==> src/design/tbdf_cfg.svh <==
`ifndef TBDF_CFG_SVH
`define TBDF_CFG_SVH

// ---------------------------------------------------------------
// register map
// ---------------------------------------------------------------
`define TBDF_CLK_DIV_ADDR 8'h43
`define TBDF_CLK_DIV_RESET 8'h04
`define TBDF_DIV_LSB 0
`define TBDF_DIV_MSB 4
`define TBDF_UNMAPPED_DATA 8'h00

// ---------------------------------------------------------------
// timing
// ---------------------------------------------------------------
`define TBDF_CLK_SYS_NS 10
`define TBDF_INT_TICK_NS 4000
`define TBDF_INT_TICK_CYCLES (`TBDF_INT_TICK_NS / `TBDF_CLK_SYS_NS)
`define TBDF_EDGES_PER_UNIT 4

// ---------------------------------------------------------------
// time per count factor, scaled by ten thousand
// ---------------------------------------------------------------
`define TBDF_N_SCALE 27'd10000
`define TBDF_N_X110 27'd40985000
`define TBDF_N_11_011 27'd40997500
`define TBDF_N_11_010 27'd40985098
`define TBDF_N_11_001 27'd40985806
`define TBDF_N_11_000 27'd40993333
`define TBDF_N_10_011 27'd40997355
`define TBDF_N_10_010 27'd40985097
`define TBDF_N_10_001 27'd40985800
`define TBDF_N_10_000 27'd40993549
`define TBDF_N_01_011 27'd40996429
`define TBDF_N_01_010 27'd40985092
`define TBDF_N_01_001 27'd40985758
`define TBDF_N_01_000 27'd40992692
`define TBDF_N_00_011 27'd40990000
`define TBDF_N_00_010 27'd40985049
`define TBDF_N_00_001 27'd40985397
`define TBDF_N_00_000 27'd40988571

`endif

==> src/design/tbdf_pkg.sv <==
package tbdf_pkg;

  typedef logic [7:0] tbdf_byte_t;

  typedef enum logic [1:0] {
    TBDF_FMT_ADC12,
    TBDF_FMT_PWR24,
    TBDF_FMT_ACC32
  } tbdf_fmt_kind_t;

  typedef enum logic {
    TBDF_SRC_INTERNAL,
    TBDF_SRC_EXTERNAL
  } tbdf_src_t;

endpackage

==> src/design/tbdf_time_base.sv <==
`timescale 1ns/1ps
`include "tbdf_cfg.svh"

// Summary of operation
// - system tick is external clock over 4x divider, or a fixed 4000 ns tick when internal
// - divider integer resets to four, host writable
// - twelve-bit values: high byte, then nibble plus zeros
// - power values split into three bytes, msb first
// - accumulators are four bytes, msb first
// - count lasts N ticks of chosen time base
// - N selected by control A select fields

module tbdf_time_base (
  input wire logic clk_sys,
  input wire logic reset,
  input wire logic ext_clock_input,
  input wire tbdf_pkg::tbdf_src_t clock_source,
  input wire logic [1:0] ctrl_a_upper_select,
  input wire logic [2:0] ctrl_a_lower_select,
  input wire logic [7:0] reg_addr,
  input wire logic reg_wr,
  input wire logic [7:0] reg_wdata,
  input wire logic reg_rd,
  output logic [7:0] reg_rdata,
  output logic reg_rvalid,
  output logic sys_tick,
  output logic [31:0] time_count,
  output logic time_wrap,
  input wire tbdf_pkg::tbdf_fmt_kind_t fmt_kind,
  input wire logic [1:0] fmt_lane,
  input wire logic [31:0] fmt_value,
  output tbdf_pkg::tbdf_byte_t fmt_byte,
  input wire logic [1:0] time_lane,
  output tbdf_pkg::tbdf_byte_t time_byte
);
  import tbdf_pkg::*;

  // ---------------------------------------------------------------
  // time-per-count factor lookup
  // ---------------------------------------------------------------
  function automatic logic [26:0] n_scaled(input logic [1:0] up, input logic [2:0] lo);
    logic [26:0] n;
    n = `TBDF_N_X110;
    // 111 is not a listed code; it behaves like 110
    if (lo == 3'b110 || lo == 3'b111) begin
      n = `TBDF_N_X110;
    end else begin
      case (up)
        2'b11: begin
          case (lo)
            3'b011: n = `TBDF_N_11_011;
            3'b010, 3'b101: n = `TBDF_N_11_010;
            3'b001, 3'b100: n = `TBDF_N_11_001;
            default: n = `TBDF_N_11_000;
          endcase
        end
        2'b10: begin
          case (lo)
            3'b011: n = `TBDF_N_10_011;
            3'b010, 3'b101: n = `TBDF_N_10_010;
            3'b001, 3'b100: n = `TBDF_N_10_001;
            default: n = `TBDF_N_10_000;
          endcase
        end
        2'b01: begin
          case (lo)
            3'b011: n = `TBDF_N_01_011;
            3'b010, 3'b101: n = `TBDF_N_01_010;
            3'b001, 3'b100: n = `TBDF_N_01_001;
            default: n = `TBDF_N_01_000;
          endcase
        end
        default: begin
          case (lo)
            3'b011: n = `TBDF_N_00_011;
            3'b010, 3'b101: n = `TBDF_N_00_010;
            3'b001, 3'b100: n = `TBDF_N_00_001;
            default: n = `TBDF_N_00_000;
          endcase
        end
      endcase
    end
    return n;
  endfunction

  // ---------------------------------------------------------------
  // divider register
  // ---------------------------------------------------------------
  localparam logic [7:0] CLK_DIV_RESET = `TBDF_CLK_DIV_RESET;
  logic [4:0] divider_integer;

  always_ff @(posedge clk_sys) begin
    if (reset) begin
      divider_integer <= CLK_DIV_RESET[`TBDF_DIV_MSB:`TBDF_DIV_LSB];
    end else if (reg_wr && reg_addr == `TBDF_CLK_DIV_ADDR) begin
      // upper bits of the write are dropped
      divider_integer <= reg_wdata[`TBDF_DIV_MSB:`TBDF_DIV_LSB];
    end
  end

  always_ff @(posedge clk_sys) begin
    if (reset) begin
      reg_rdata <= 8'h00;
      reg_rvalid <= 1'b0;
    end else begin
      reg_rvalid <= reg_rd;
      if (reg_rd) begin
        if (reg_addr == `TBDF_CLK_DIV_ADDR) begin
          reg_rdata <= {3'b000, divider_integer};
        end else begin
          reg_rdata <= `TBDF_UNMAPPED_DATA;
        end
      end
    end
  end

  // ---------------------------------------------------------------
  // external clock pin synchroniser and edge detect
  // ---------------------------------------------------------------
  logic ext_meta;
  logic ext_sync;
  logic ext_prev;
  logic ext_rise;

  always_ff @(posedge clk_sys) begin
    if (reset) begin
      ext_meta <= 1'b0;
      ext_sync <= 1'b0;
      ext_prev <= 1'b0;
    end else begin
      ext_meta <= ext_clock_input;
      ext_sync <= ext_meta;
      ext_prev <= ext_sync;
    end
  end

  // pin must run below half of clk_sys or edges are missed
  assign ext_rise = ext_sync && !ext_prev;

  // ---------------------------------------------------------------
  // system tick divider
  // ---------------------------------------------------------------
  localparam logic [8:0] INT_TICK_LAST = 9'(`TBDF_INT_TICK_CYCLES - 1);
  localparam logic [6:0] EDGES_PER_UNIT = 7'(`TBDF_EDGES_PER_UNIT);

  logic [6:0] edge_count;
  logic [6:0] edge_last;
  logic [8:0] int_count;
  logic [4:0] div_eff;
  tbdf_src_t src_prev;
  logic src_change;

  // a zero divider would never tick; it runs as one
  assign div_eff = (divider_integer == 5'd0) ? 5'd1 : divider_integer;
  assign edge_last = 7'(EDGES_PER_UNIT * {2'b00, div_eff} - 7'd1);
  assign src_change = (clock_source != src_prev);

  always_ff @(posedge clk_sys) begin
    if (reset) begin
      src_prev <= TBDF_SRC_INTERNAL;
    end else begin
      src_prev <= clock_source;
    end
  end

  always_ff @(posedge clk_sys) begin
    if (reset || src_change) begin
      edge_count <= 7'd0;
    end else if (clock_source == TBDF_SRC_EXTERNAL && ext_rise) begin
      // a lowered divider restarts the count at the next pin rising edge
      if (edge_count >= edge_last) begin
        edge_count <= 7'd0;
      end else begin
        edge_count <= edge_count + 7'd1;
      end
    end
  end

  always_ff @(posedge clk_sys) begin
    if (reset || src_change) begin
      int_count <= 9'd0;
    end else if (clock_source == TBDF_SRC_INTERNAL) begin
      if (int_count == INT_TICK_LAST) begin
        int_count <= 9'd0;
      end else begin
        int_count <= int_count + 9'd1;
      end
    end
  end

  always_ff @(posedge clk_sys) begin
    if (reset || src_change) begin
      sys_tick <= 1'b0;
    end else if (clock_source == TBDF_SRC_EXTERNAL) begin
      sys_tick <= ext_rise && (edge_count >= edge_last);
    end else begin
      sys_tick <= (int_count == INT_TICK_LAST);
    end
  end

  // ---------------------------------------------------------------
  // time counter with fractional factor
  // ---------------------------------------------------------------
  logic [26:0] n_now;
  logic [26:0] frac_acc;
  logic [26:0] frac_sum;
  logic count_step;

  assign n_now = n_scaled(ctrl_a_upper_select, ctrl_a_lower_select);
  assign frac_sum = frac_acc + `TBDF_N_SCALE;
  assign count_step = sys_tick && (frac_sum >= n_now);

  always_ff @(posedge clk_sys) begin
    if (reset) begin
      frac_acc <= 27'd0;
    end else if (sys_tick) begin
      if (frac_sum >= n_now) begin
        frac_acc <= frac_sum - n_now;
      end else begin
        frac_acc <= frac_sum;
      end
    end
  end

  always_ff @(posedge clk_sys) begin
    if (reset) begin
      time_count <= 32'h0000_0000;
    end else if (count_step) begin
      time_count <= time_count + 32'h0000_0001;
    end
  end

  always_ff @(posedge clk_sys) begin
    if (reset) begin
      time_wrap <= 1'b0;
    end else begin
      time_wrap <= count_step && (time_count == 32'hffff_ffff);
    end
  end

  // ---------------------------------------------------------------
  // byte formatting
  // ---------------------------------------------------------------
  tbdf_byte_fmt u_fmt_meas (
    .clk_sys(clk_sys),
    .reset(reset),
    .kind(fmt_kind),
    .lane(fmt_lane),
    .value(fmt_value),
    .data_byte(fmt_byte)
  );

  tbdf_byte_fmt u_fmt_time (
    .clk_sys(clk_sys),
    .reset(reset),
    .kind(TBDF_FMT_ACC32),
    .lane(time_lane),
    .value(time_count),
    .data_byte(time_byte)
  );

endmodule

==> src/design/tbdf_byte_fmt.sv <==
`timescale 1ns/1ps

module tbdf_byte_fmt (
  input wire logic clk_sys,
  input wire logic reset,
  input wire tbdf_pkg::tbdf_fmt_kind_t kind,
  input wire logic [1:0] lane,
  input wire logic [31:0] value,
  output tbdf_pkg::tbdf_byte_t data_byte
);
  import tbdf_pkg::*;

  // ---------------------------------------------------------------
  // lane selection, lane 0 is the most significant byte
  // ---------------------------------------------------------------
  tbdf_byte_t lanes_acc [4];
  tbdf_byte_t next_byte;

  genvar g;
  generate
    for (g = 0; g < 4; g++) begin : g_lane
      assign lanes_acc[g] = value[31 - 8 * g -: 8];
    end
  endgenerate

  always_comb begin
    next_byte = 8'h00;
    case (kind)
      TBDF_FMT_ADC12: begin
        case (lane)
          2'd0: next_byte = value[11:4];
          2'd1: next_byte = {value[3:0], 4'h0};
          default: next_byte = 8'h00;
        endcase
      end
      TBDF_FMT_PWR24: begin
        case (lane)
          2'd0: next_byte = value[23:16];
          2'd1: next_byte = value[15:8];
          2'd2: next_byte = value[7:0];
          default: next_byte = 8'h00;
        endcase
      end
      TBDF_FMT_ACC32: next_byte = lanes_acc[lane];
      default: next_byte = 8'h00;
    endcase
  end

  always_ff @(posedge clk_sys) begin
    if (reset) begin
      data_byte <= 8'h00;
    end else begin
      data_byte <= next_byte;
    end
  end

endmodule

==> config.mk <==
export PLATFORM = sky130hd
export DESIGN_NAME = tbdf_time_base
export DESIGN_NICKNAME = d
export VERILOG_FILES = /design/src/design/tbdf_pkg.sv /design/src/design/tbdf_time_base.sv /design/src/design/tbdf_byte_fmt.sv
export VERILOG_INCLUDE_DIRS = /design/src /design/src/design
export SDC_FILE = /design/constraint.sdc
export NUM_CORES = 1
export LEC_CHECK = 0
export ABC_AREA = 0
export BUFFER_PORTS_ARGS = -buffer_cell sky130_fd_sc_hd__clkbuf_2
export CAP_MARGIN = 10
export CELL_PAD_IN_SITES_DETAIL_PLACEMENT = 1
export CELL_PAD_IN_SITES_GLOBAL_PLACEMENT = 1
export CORE_MARGIN = 2
export CORE_UTILIZATION = 45
export DETAILED_ROUTE_END_ITERATION = 10
export PLACE_DENSITY_LB_ADDON = 0.1
export SYNTH_ARGS = -nofsm -noshare
export SYNTH_HDL_FRONTEND = slang
export SYNTH_SLANG_ARGS = --single-unit
==> constraint.sdc <==
create_clock -name clk_sys -period 11.45 [get_ports clk_sys]
set_input_delay 1.7175 -clock clk_sys [delete_from_list [all_inputs] [get_ports clk_sys]]
set_output_delay 1.7175 -clock clk_sys [all_outputs]
set_load 0.01 [all_outputs]
* Word level (Yosys, flattened, before mapping)
Index checks and enable logic that the tools add are counted.
** Storage, ports and cells
- Output and inout bits :: 59
- Logic and storage cells :: 80
- Bits of input ports :: 65
- Memories kept :: 0
- Bits in writable memories :: 0
- Register bits after elaboration :: 111
- Bits in latches :: 0
- ROM bits :: 0
** Operators by class
- Divide/modulo/power cells :: 0
- Multiply operators :: 0
- Multiplexer cells :: 21
- $lt $le $gt $ge :: 4
- Eq/ne operators :: 18
- Reduce and logical (&&, ||, !) cells :: 14
- Add/sub/neg operators :: 6
- Shift operators :: 0
- Bitwise logic cells :: 2
** Operators with widths (count)
- 16-bit one-hot mux with 3 select lines :: 3
- 27-bit one-hot mux with 3 select lines :: 1
- 27-bit two-way mux :: 2
- 8-bit one-hot mux with 3 select lines :: 2
- 13-bit one-hot mux with 3 select lines :: 1
- 32-bit by 1-bit adder with 32-bit output (second input constant) :: 1
- 8-bit binary-select mux with 2-bit select :: 2
- 32-bit == test (second input constant) :: 1
- 8-bit two-way mux :: 4
- 27-bit by 14-bit adder with 27-bit output (second input constant) :: 1
- 27-bit >= comparator :: 1
- 27-bit subtractor :: 1
- 8-bit one-hot mux with 2 select lines :: 1
- 3-bit == test (second input constant) :: 4
- 5-bit two-way mux :: 2
- 9-bit by 1-bit adder with 9-bit output (second input constant) :: 1
- 9-bit == test (second input constant) :: 1
- 9-bit two-way mux :: 1
- 2-bit == test (second input constant) :: 4
- 8-bit by 7-bit == test with 1-bit output (second input constant) :: 1
- 7-bit by 1-bit adder with 7-bit output (second input constant) :: 1
- 7-bit >= comparator :: 1
- 7-bit two-way mux :: 1
- 7-bit by 1-bit subtractor with 7-bit output (second input constant) :: 1
- 13 further kinds :: 26

* Depth between registers and ports, before layout
Gate-level depths: netlist of run 1.
- Depth after elaboration :: 8
- Gate-level depth with buffers :: 19
- Depth with buffers taken out :: 16

* Cells and area by module
A second synthesis of run 1 with hierarchy kept.
** Unflattened totals
- Cells, all modules :: 1003
- Area, all modules :: 7955.1 um^2
** Modules (own cells, without submodules)
- tbdf_time_base :: area an instance 6386.1 um^2, cells an instance 825, times used 1, sequential area each 1841.8 um^2
- tbdf_byte_fmt :: area an instance 784.5 um^2, cells an instance 89, times used 2, sequential area each 160.2 um^2

* Least setup slack after synthesis of run 1
No wires, ideal clock.
- Path type :: input to register
- From :: input ctrl_a_upper_select[0]
- To :: register frac_acc[24]
- Stages :: 16
- Setup slack :: 6042 ps
- Setup time :: 123 ps
- Arrival time :: 5284 ps
- Data required time :: 11327 ps
- Path buffers :: 1
- Path through :: clkbuf_1 -> nor2_1 -> nand2_1 -> a21boi_0 -> nand2b_1 -> a21oi_1 -> a21oi_1 -> ha_1 -> nand4_1 -> or4_1 -> a2111oi_4 -> a211oi_4 -> a21o_1 -> or4_1 -> a21oi_1 -> mux2_1
** Between the ends
- Word-level cells in the longest chain between the ends :: 5
- Elaborated cells between the ends (all ways) :: 8
- Classes of those cells :: add/sub (1); order compare (1); eq/ne (3); mux (3)
** Ends and longest elaborated chain
- from (decl) :: RTL line tbdf_time_base.sv:18 : input wire logic [1:0] ctrl_a_upper_select,
- 2-bit by 1-bit == test with 1-bit output / 2-bit == test (equally long branches) :: RTL line tbdf_time_base.sv:48 : case (up)
- 27-bit one-hot mux with 3 select lines * :: RTL line tbdf_time_base.sv:48
- 27-bit two-way mux * :: RTL line tbdf_time_base.sv:45 : if (lo == 3'b110 || lo == 3'b111) begin
- 27-bit subtractor / 27-bit >= comparator (equally long branches) :: RTL line tbdf_time_base.sv:218, tbdf_time_base.sv:217
- 27-bit two-way mux * :: RTL line tbdf_time_base.sv:217 : if (frac_sum >= n_now) begin
- to (signal assigned) :: RTL line tbdf_time_base.sv:218 : frac_acc <= frac_sum - n_now;
- to (signal assigned) :: RTL line tbdf_time_base.sv:220 : frac_acc <= frac_sum;
- to (decl) :: RTL line tbdf_time_base.sv:205 : logic [26:0] frac_acc;
Every way passes the cells marked *; elsewhere a longest branch is shown, timed or not.
A chain may end at the register's enable or synchronous reset.

* Worst setup path in the final report of run 1
Same ends and word-level chain as after synthesis.

==> results of run 1 <==
==> how the worst min path moves through the flow <==
stage | to | slack [ns] | depth (start not counted)
floorplan | ext_sync | 0.41 | 1
finish | ext_sync | 0.45 | 1
global route | ext_sync | 0.46 | 1
CTS | ext_sync | 0.46 | 1
global placement | ext_sync | 0.42 | 1
detailed placement | frac_acc[2] | 0.46 | 2
==> cells in the final DEF (no fill, tap or decap), types with 9 or more instances in the layout <==
| master | Yosys | layout |
|---|---|---|
| clkbuf_2 | 1 | 116 |
| dfxtp_1 | 108 | 108 |
| nand2_1 | 96 | 96 |
| nor2_1 | 95 | 95 |
| a21oi_1 | 76 | 76 |
| xnor2_1 | 54 | 54 |
| o21ai_0 | 44 | 44 |
| nor2b_1 | 36 | 36 |
| nand3_1 | 32 | 32 |
| inv_1 | 28 | 28 |
| ha_1 | 27 | 27 |
| nor3_1 | 21 | 21 |
| xor2_1 | 18 | 18 |
| nand4_1 | 18 | 18 |
| a21o_1 | 17 | 17 |
| mux2i_1 | 16 | 16 |
| a211o_1 | 16 | 16 |
| nand2b_1 | 14 | 14 |
| a211oi_1 | 14 | 14 |
| or3_1 | 13 | 13 |
| and3_1 | 12 | 12 |
| nor4_1 | 9 | 9 |
| clkbuf_16 | 0 | 9 |
==> Yosys cell counts, types with 4 or more instances <==
cell type / count / area share (%)
and3_1: 12 / 1.0
mux2_2: 6 / 0.91
or3_1: 13 / 1.1
nor3_1: 21 / 1.4
mux4_2: 8 / 2.4
and4_1: 7 / 0.83
ha_1: 27 / 4.6
nor4_1: 9 / 0.76
xor2_1: 18 / 2.1
a211oi_1: 14 / 1.4
nand3_1: 32 / 2.2
clkbuf_1: 37 / 1.9
a22oi_1: 4 / 0.41
o211ai_1: 7 / 0.71
dfxtp_1: 108 / 29
inv_1: 28 / 1.4
nand2_1: 96 / 4.9
nand4_1: 18 / 1.5
nor2b_1: 36 / 3.0
o21ai_0: 44 / 3.0
buf_4: 5 / 0.51
buf_1: 5 / 0.25
nand2b_1: 14 / 1.2
a21boi_0: 4 / 0.41
a21oi_1: 76 / 5.1
a32oi_1: 8 / 0.95
nor2_1: 95 / 4.8
a311oi_1: 6 / 0.71
mux2i_1: 16 / 2.2
a21o_1: 17 / 1.7
a211o_1: 16 / 1.9
buf_2: 6 / 0.41
o21bai_1: 4 / 0.41
xnor2_1: 54 / 6.4
o21a_1: 4 / 0.41
or2_2: 5 / 0.42
==> per-layer routing <==
| metal | up-vias | wire length [um] | part of all wire [%] | GRT usage [%] |
|---|---|---|---|---|
| met5 | - | 0 | 0 | 0 |
| met4 | 0 | 365 | 1.8 | 6.33 |
| met2 | 117 | 10200 | 49 | 42.3 |
| met3 | 32 | 605 | 2.9 | 3.54 |
| li1 | 3514 | - | - | - |
| met1 | 3395 | 9470 | 46 | 30.0 |
==> per-stage QoR <==
step / power, W / hold WS (ns)
2_1_floorplan: 0.000468 / 0.414
3_3_place_gp: 0.000496 / 0.418
3_5_place_dp: 0.000499 / 0.457
4_1_cts: 0.000827 / 0.457
5_1_grt: 0.000853 / 0.460
6_report: 0.000818 / 0.448
==> sequential cells by signal, indices dropped and copies added, names as in the netlist, 5 cells and up <==
| register | flops |
|---|---|
| divider_integer | 5 |
| u_fmt_meas.data_byte | 8 |
| edge_count | 7 |
| u_fmt_time.data_byte | 8 |
| frac_acc | 27 |
| int_count | 9 |
| time_count | 32 |
| reg_rdata | 5 |
==> where the power goes <==
part	switching, W	internal [W]	total [W]
sequential	0.00000234	0.000378	0.000381
combinational	0.0000648	0.0000447	0.000110
clock	0.000154	0.000174	0.000328
==> layout make-up <==
cell class                 count  area (um^2)
clock buffer                   9          225
clock inverter                 7         82.6
fill                        2025         7630
inverter                      30          113
multi-input combinational    751         4900
sequential                   108         2160
tap                          216          270
timing repair buffer         120          611
==> logic make-up after synthesis <==
group / after synthesis / share of synthesized area [%]
multiplexers: 32 / 5.81
AND/OR/NAND/NOR: 380 / 25.6
AO/OA/AOI/OAI: 236 / 21.3
XOR/XNOR: 72 / 8.51
flip-flops: 108 / 29.2
other: 1 / 0.0506
buffers and inverters: 85 / 4.78
adder cells (fa/ha/maj): 28 / 4.83
==> results.tsv, run 1 <==
metric	value	unit
syn_area	0.00741	mm^2
diodes	0	
fin_ws	5.46	ns
top_level_ports	124	
postCtsSetupRepairBufs	0	
yosysWarnings	0	
grt_usage	23.8	%
hpwl	14900	um
wl_per_cell	16.6	um
critPathLaunch	ctrl_a_upper_select[0]	
synth.yosys.seq_area_share	29.2	%
slew_viol_final	0	
netlist-cell-type-count	77	
grt_overflow	0	
finalHoldViolations	0	
areaGrowthSynthToFinish	12.9	%
timing.rr.end	frac_acc[24]	
fmax	167	MHz
port_buffers	117	
clock-sinks	108	
cp_cell_sequence	clkbuf_2 > nor2_1 > nand2_1 > a21boi_0 > nand2b_1 > a21oi_1 > a21oi_1 > ha_1 > nand4_1 > a21oi_1 > o211ai_1 > a21oi_1 > o211ai_1 > a21o_1 > or4_1 > a21oi_1 > mux2_1	
numCtsBuffers	9	
tritoncts	done	
ys.flop_type	dfxtp_1	
wl	20600	um
min_from	ext_meta	
drcViolationCount	0	
rrSetupSlack	6.44	ns
dpl-instance-area	0.00806	mm^2
reg2reg_from	frac_acc[8]	
status	completed	
synth_edf_count	0	
synth_area_per_cell	7.87	um^2
placementRows	46	
fin_cells	1241	
max_slew_margin	28.4	%
cp_top_family	compound AO/OA/AOI/OAI gates	
cp_num_buf_inv	1	
cpMostUsedCell	a21oi_1	
cp.required	11.70	ns
postRouteAntennaNets	0	
nets	1113	
initial_core_util	46.3	%
power.density	97.8	mW/mm^2
slowest_stage	or4_1	
critPathMaxStageDelay	0.54	ns
vias	7058	
core	0.0160	mm^2
finalCritPeriodShare	52.3	%
maxCapViolCount	0	
path_clk_slew	0.08	ns
grt_max_degree	97	
tns	0	ns
drt_first_pass_iters	4	
clk-insertion-delay-late	0.37	ns
critical_path_depth	17	
hold_class	flop to flop	
synth_cells	942	
endpoint_kind	flop	
critPathLaunchType	input port	
finalCriticalPeriod	5.99	ns
dieArea	0.0175	mm^2
setup_viol	0	
vias_per_cell	5.69	
cp_max_fo	18	
utilization	52.3	%
grt_first_pass_wirelength	35000	um
rsz0062_at_grt	false	
leakage	3.29	nW
placedCellCount	1225	
ir_drop	0.0746	mV
ctsResizeCount	0	
finalInstanceArea	0.00837	mm^2
routabilityCongestion	0.820	
fp.dieW	132	um
die_y	132	um
drt_iter0_drc	300	
cts_buffer_depth	2	
htreeDepth	3	
worst_pin_slew	1.07	ns
drive_gt1_share	16.8	%
antenna_found_initial	0	
cts_root_buf	clkbuf_16	
skew	0.0133	ns
first_global_vias	7236	
worst_ep_arrival_time	6.23	ns
endpoint	frac_acc[24]	
place_ws	5.12	ns
holdBufCountCts	0	
synth.ff_latch_count	108	
ff2ff_path_depth	15	
async_flop_share	0	%
path_class	input port to flop	
Note: power is estimated with default switching activity, not from simulation.
==> inputs of run 2 (changes only) <==
--- a/config.mk
+++ b/config.mk
@@ -6,13 +6,13 @@
 export SDC_FILE = /design/constraint.sdc
 export NUM_CORES = 1
 export LEC_CHECK = 0
-export ABC_AREA = 0
+export ABC_AREA = 1
 export BUFFER_PORTS_ARGS = -buffer_cell sky130_fd_sc_hd__clkbuf_2
 export CAP_MARGIN = 10
 export CELL_PAD_IN_SITES_DETAIL_PLACEMENT = 1
 export CELL_PAD_IN_SITES_GLOBAL_PLACEMENT = 1
 export CORE_MARGIN = 2
-export CORE_UTILIZATION = 45
+export CORE_UTILIZATION = 40
 export DETAILED_ROUTE_END_ITERATION = 10
 export PLACE_DENSITY_LB_ADDON = 0.1
 export SYNTH_ARGS = -nofsm -noshare
==> constraint.sdc (replaced) <==
create_clock -name clk_sys -period 5.57 [get_ports clk_sys]
set_input_delay 0.8355 -clock clk_sys [delete_from_list [all_inputs] [get_ports clk_sys]]
set_output_delay 0.8355 -clock clk_sys [all_outputs]
set_load 0.01 [all_outputs]
==> run 2 against run 1 <==
Compared with the run above:
- wire length grew 30%
- clock power increased by 120%
- non-clock buffer count is 3 higher
- synthesized cell count increased by 38%
- combinational power up 130%
- sequential power increased by 110%
- global-route usage is 1.5 points higher
- highest routed layer unchanged
==> results.tsv, run 2 <==
metric	value	unit
status	completed	
grt_overflow	0	
yosysWarnings	0	
port_buffers	117	
ctsResizeCount	0	
synth.yosys.seq_area_share	26.7	%
wl	26800	um
vias	8780	
skew	0.0159	ns
timing.rr.end	time_count[13]	
p_clk_share	41.2	%
drive_gt1_share	12.6	%
final_common_cell	nand2_1	
postCtsSetupRepairBufs	0	
holdBufCountCts	0	
max_slew_margin	32.3	%
die_y	146	um
synth_top_cells_by_area	dfxtp_1 27%, nand2_1 18%, a21oi_1 7.2%	
routabilityCongestion	0.894	
setup_viol	0	
synth_top_family_by_area	simple AND/OR/NAND/NOR gates	
slew_viol_final	0	
worst_ep_arrival_time	4.82	ns
async_flop_share	0	%
top_level_ports	124	
placementRows	52	
power_frac_seq	44.6	%
synth_compound_area_share	14.5	%
cp.required	5.84	ns
finalCriticalPeriod	4.55	ns
whs_endpoint	ext_sync	
finalHoldViolations	0	
netlist-cell-type-count	52	
dr_wl_met3	783	um
synth_fa_ha_area_share	4.43	%
synthXorXnorAreaFrac	7.26	%
m1WireLength	12800	um
drt_iter0_drc	429	
postRouteAntennaNets	0	
power	0.00176	W
path_class	input port to flop	
tritoncts	done	
dieArea	0.0214	mm^2
final_cell_mix	382 x nand2_1, 153 x inv_1, 117 x a21oi_1, 117 x clkbuf_2, 115 x nor2_1	
drcViolationCount	0	
slowest_stage	ha_1	
reg_top3	time_count (32), frac_acc (27), int_count (9)	
nets	1487	
muxShareOfSynthArea	0.371	%
htreeDepth	3	
min_path_cells	2	
clock-sinks	108	
fillers	2853	
hold_class	flop to flop	
synth.ff_latch_count	108	
first_global_vias	9096	
endpoint_kind	flop	
cts_root_buf	clkbuf_16	
fmax	220	MHz
antenna_found_initial	0	
switching_share	29.8	%
numCtsBuffers	9	
areaGrowthSynthToFinish	13.7	%
wl_per_cell	16.1	um
cpMostUsedCell	nand2_1	
synth_area_per_cell	6.24	um^2
critPathMaxStageDelay	0.36	ns
diodes	0	
synth_edf_count	0	
hpwl	20500	um
power.density	192	mW/mm^2
leakage	4.18	nW
cts_buffer_depth	2	
vias_per_cell	5.26	
top_layer	met4	
synth_cells	1296	
power.internal	0.00124	W
switching_power	0.000525	W
regMostFlops	time_count	
rsz0062_at_grt	false	
yosys.area.top_type	dfxtp_1	
core	0.0200	mm^2
largest_reg_flops	32	
critPathLaunchType	input port	
tns	0	ns
ff2ff_path_depth	20	
clk-insertion-delay-late	0.37	ns
holdWs	0.409	ns
worst_pin_slew	1.01	ns
initial_core_util	40.3	%
fp.dieW	146	um
maxCapViolCount	0	
finalCritPeriodShare	81.6	%
reg2reg_from	frac_acc[5]	
synth_commonest_cells	382 x nand2_1, 153 x inv_1, 117 x a21oi_1, 115 x nor2_1, 108 x dfxtp_1	
cp_max_fo	16	
ys.flop_type	dfxtp_1	
grt_usage	25.3	%
min_from	ext_meta	
syn_area	0.00808	mm^2
grt_max_degree	40	
drt_first_pass_iters	4	
rrSetupSlack	1.50	ns
yosys.area_share.simple	36.8	%
path_clk_slew	0.09	ns
wl_met2	12900	um
yosysMostFrequentCell	nand2_1	
grt_first_pass_wirelength	44800	um
pwr-share-comb	14.2	%
ir_drop	0.155	mV
synth_top_area_share	26.7	%
run 2: changes by cell type in the layout (fill, tap and decap cells not counted), sizes merged, moves of 36 or more:
cell	delta
nand3	+47
nand2	+299
inv	+130
nor2b	-36
a21oi	+40
xor2	+38
xnor2	-43
run 2: logic make-up after synthesis:
family                   after synthesis
XOR/XNOR                              67
adder cells (fa/ha/maj)               28
flip-flops                           108
AND/OR/NAND/NOR                      684
multiplexers                           3
other                                  1
AO/OA/AOI/OAI                        208
buffers and inverters                197
run 2: power by group through the flow:
stage | clock, W | sequential [W] | combinational (W)
final | 0.000726 | 0.000786 | 0.000250
after global routing | 0.000775 | 0.000787 | 0.000280
after CTS | 0.000745 | 0.000786 | 0.000248
after detailed placement | 0 | 0.000804 | 0.000246
after global placement | 0 | 0.000804 | 0.000244
after floorplan | 0 | 0.000808 | 0.000159
run 2: cell type report:
cell class	instances	area [um^2]	share of cell area, %
Multi-Input combinational cell	993	5130	55.8
Sequential cell	108	2160	23.5
Timing Repair Buffer	123	631	6.86
Inverter	159	599	6.52
Tap cell	270	338	3.68
Clock buffer	9	225	2.45
Clock inverter	7	103	1.12
run 2: worst max path at each step:
stage / startpoint / to / slack, ns / depth (start not counted)
floorplan: ctrl_a_lower_select[2] / frac_acc[21] / 1.78 / 22
global placement: ctrl_a_lower_select[2] / frac_acc[12] / 0.84 / 27
detailed placement: ctrl_a_lower_select[2] / time_count[13] / 0.76 / 25
CTS: ctrl_a_lower_select[2] / time_count[22] / 1.11 / 25
global route: ctrl_a_lower_select[2] / time_count[22] / 0.64 / 25
finish: ctrl_a_lower_select[2] / time_count[22] / 1.02 / 25
run 2: critical path: cells and delay by family:
kind	cells	cell delay [ns]
compound gates	3	0.49
buf+inv	3	0.40
fa+ha+maj	1	0.36
simple gates	18	2.71
run 2: metal layers:
layer,vias up,track usage (%)
met5,-,0
met3,30,2.88
met4,0,5.73
met1,4200,33.2
met2,132,44.6
li1,4418,-
run 2: metrics by stage:
step / cells / setup slack [ns] / cell area [um^2] / utilization [%]
global route: 1669 / 0.643 / 9190 / 45.8
CTS: 1669 / 1.11 / 9190 / 45.8
global placement: 1653 / 0.839 / 8860 / 44.2
finish: 1669 / 1.02 / 9190 / 45.8
floorplan: 1298 / 1.78 / 8090 / -
detailed placement: 1653 / 0.759 / 8860 / 44.2
==> inputs of run 3 (changes only) <==
--- a/config.mk
+++ b/config.mk
@@ -6,13 +6,13 @@
 export SDC_FILE = /design/constraint.sdc
 export NUM_CORES = 1
 export LEC_CHECK = 0
-export ABC_AREA = 1
+export ABC_AREA = 0
 export BUFFER_PORTS_ARGS = -buffer_cell sky130_fd_sc_hd__clkbuf_2
 export CAP_MARGIN = 10
 export CELL_PAD_IN_SITES_DETAIL_PLACEMENT = 1
 export CELL_PAD_IN_SITES_GLOBAL_PLACEMENT = 1
 export CORE_MARGIN = 2
-export CORE_UTILIZATION = 40
+export CORE_UTILIZATION = 38
 export DETAILED_ROUTE_END_ITERATION = 10
 export PLACE_DENSITY_LB_ADDON = 0.1
 export SYNTH_ARGS = -nofsm -noshare
==> constraint.sdc (replaced) <==
create_clock -name clk_sys -period 3.8 [get_ports clk_sys]
set_input_delay 0.57 -clock clk_sys [delete_from_list [all_inputs] [get_ports clk_sys]]
set_output_delay 0.57 -clock clk_sys [all_outputs]
set_load 0.01 [all_outputs]
==> run 3 against run 2 <==
Compared with the run above:
- the flow now finishes with violations (negative setup slack)
- register-to-register slack got worse by 1.5 ns
- clock power increased by 30%
- sequential power increased by 46%
- power increased by 45%
- combinational power increased by 88%
- via count decreased by 14%
- wire length decreased by 15%
- setup slack got worse by 1.0 ns
- worst hold slack improved by 0.018 ns
- count of clock-buffer cells in the layout increased by 1
- critical path depth decreased by 10
- critical path type unchanged
- largest power group unchanged
- highest routed layer unchanged
==> results.tsv, run 3 (same netlist as run 1, synthesis figures left out) <==
metric	value	unit
status	finished, violations left	
violations	negative setup slack	
regMostFlops	time_count	
fillers	2383	
port_buffers	117	
cp_max_fo	7	
die_y	144	um
nets	1247	
finalHoldViolations	0	
hpwl	16600	um
slew_viol_final	0	
clock-sinks	108	
cts_buffer_depth	2	
finalCritPeriodShare	100	%
worst_ep_arrival_time	4.07	ns
final_common_cell	buf_4	
initial_core_util	38.5	%
routabilityCongestion	0.799	
grt_max_degree	54	
fmax	262	MHz
fin_ws	-0.0158	ns
min_path_cells	2	
endpoint_kind	flop	
wl	22800	um
fp.dieW	144	um
diodes	0	
drcViolationCount	0	
hold_class	input port to flop	
grt_overflow	0	
path_class	input port to flop	
slowest_stage	or4_4	
drt_first_pass_iters	5	
utilization	52.2	%
reg_top3	time_count (32), frac_acc (27), int_count (9)	
wl_per_cell	16.0	um
cp_cell_sequence	clkbuf_8 > buf_4 > or2_4 > nand3_1 > o21ai_0 > and2_2 > ha_4 > nand4_1 > or4_4 > a2111oi_4 > a211oi_4 > a21o_1 > or4_4 > a21oi_4 > mux2_4	
grt_usage	21.8	%
final_cell_mix	129 x buf_4, 114 x clkbuf_2, 105 x dfxtp_1, 93 x nor2_1, 88 x nand2_1	
numCtsBuffers	9	
skew	0.0132	ns
vias	7518	
htreeDepth	3	
maxCapViolCount	0	
cp.required	4.05	ns
cts_root_buf	clkbuf_16	
worst_pin_slew	0.815	ns
power	0.00256	W
grt_first_pass_wirelength	36600	um
max_slew_margin	45.2	%
drt_iter0_drc	234	
tritoncts	done	
path_clk_slew	0.07	ns
tns	-0.0158	ns
finalCriticalPeriod	3.82	ns
cpMostUsedCell	or4_4	
largest_reg_flops	32	
setup_viol	1	
clk-insertion-delay-late	0.37	ns
place_ws	-0.481	ns
leakage	4.12	nW
placementRows	51	
postRouteAntennaNets	0	
critPathMaxStageDelay	0.58	ns
rsz0062_at_grt	true	
power.density	254	mW/mm^2
critPathLaunchType	input port	
antenna_found_initial	0	
vias_per_cell	5.28	
holdWs	0.428	ns
core	0.0193	mm^2
top_level_ports	124	
areaGrowthSynthToFinish	35.8	%
dieArea	0.0206	mm^2
drive_gt1_share	33.6	%
first_global_vias	7403	
ir_drop	0.189	mV
holdBufCountCts	0	
ff2ff_path_depth	15	
[run 3: changes by cell type in the layout (fill, tap and decap cells not counted), sizes merged, moves of 16 or more]
cell	before	now
a211o	0	16
buf	6	138
nor2b	0	36
inv	161	31
a21oi	117	77
xnor2	11	54
nor2	120	96
xor2	56	18
nand2	397	98
nand3	79	32
[run 3: cell type report]
cell class	count	area (um^2)	area share, %
clock buffers	10	239	2.37
clock inverters	6	52.6	0.522
inverters	30	113	1.12
multi-input cells	751	5460	54.2
flip-flops and latches	108	2170	21.6
well taps	265	332	3.29
repair buffers	254	1700	16.9
[run 3: per-stage QoR]
step | cells | cell area [um^2]
after floorplan | 944 | 7480
after global placement | 1386 | 9040
after detailed placement | 1386 | 9040
after CTS | 1419 | 9630
after global routing | 1424 | 10100
final | 1424 | 10100
[run 3: report_power, final]
group | internal [W] | switching [W]
sequential | 0.00114 | 0.00000657
clock | 0.000474 | 0.000472
combinational | 0.000232 | 0.000238
total | 0.00184 | 0.000716
[run 3: final timing paths]
path / startpoint / end / slack, ns
setup reg to reg: frac_acc[10] / frac_acc[24] / -0.01
hold / removal: ext_clock_input / ext_meta / 0.43
setup / recovery: ctrl_a_upper_select[1] / frac_acc[24] / -0.02
hold reg to reg: ext_meta / ext_sync / 0.44
[run 3: timing repair]
item / CTS / global route
gates resized for setup: 43 / 76
buffers inserted: 17 / 5
pin swaps: 16 / 37
setup endpoints to repair: 57 / 53
[run 3: per-layer routing]
layer	vias to the layer above	GRT usage, %	routed length [um]
met5	-	0	0
met3	19	3.03	681
li1	3791	-	-
met4	0	4.28	281
met2	97	38.3	11200
met1	3611	28.7	10600
[run 3: worst max-delay path: cells and delay by family]
kind	cells	cell delay, ns
fa+ha+maj	1	0.28
simple gates	6	1.82
mux	1	0.31
buf+inv	2	0.26
compound gates	5	0.81
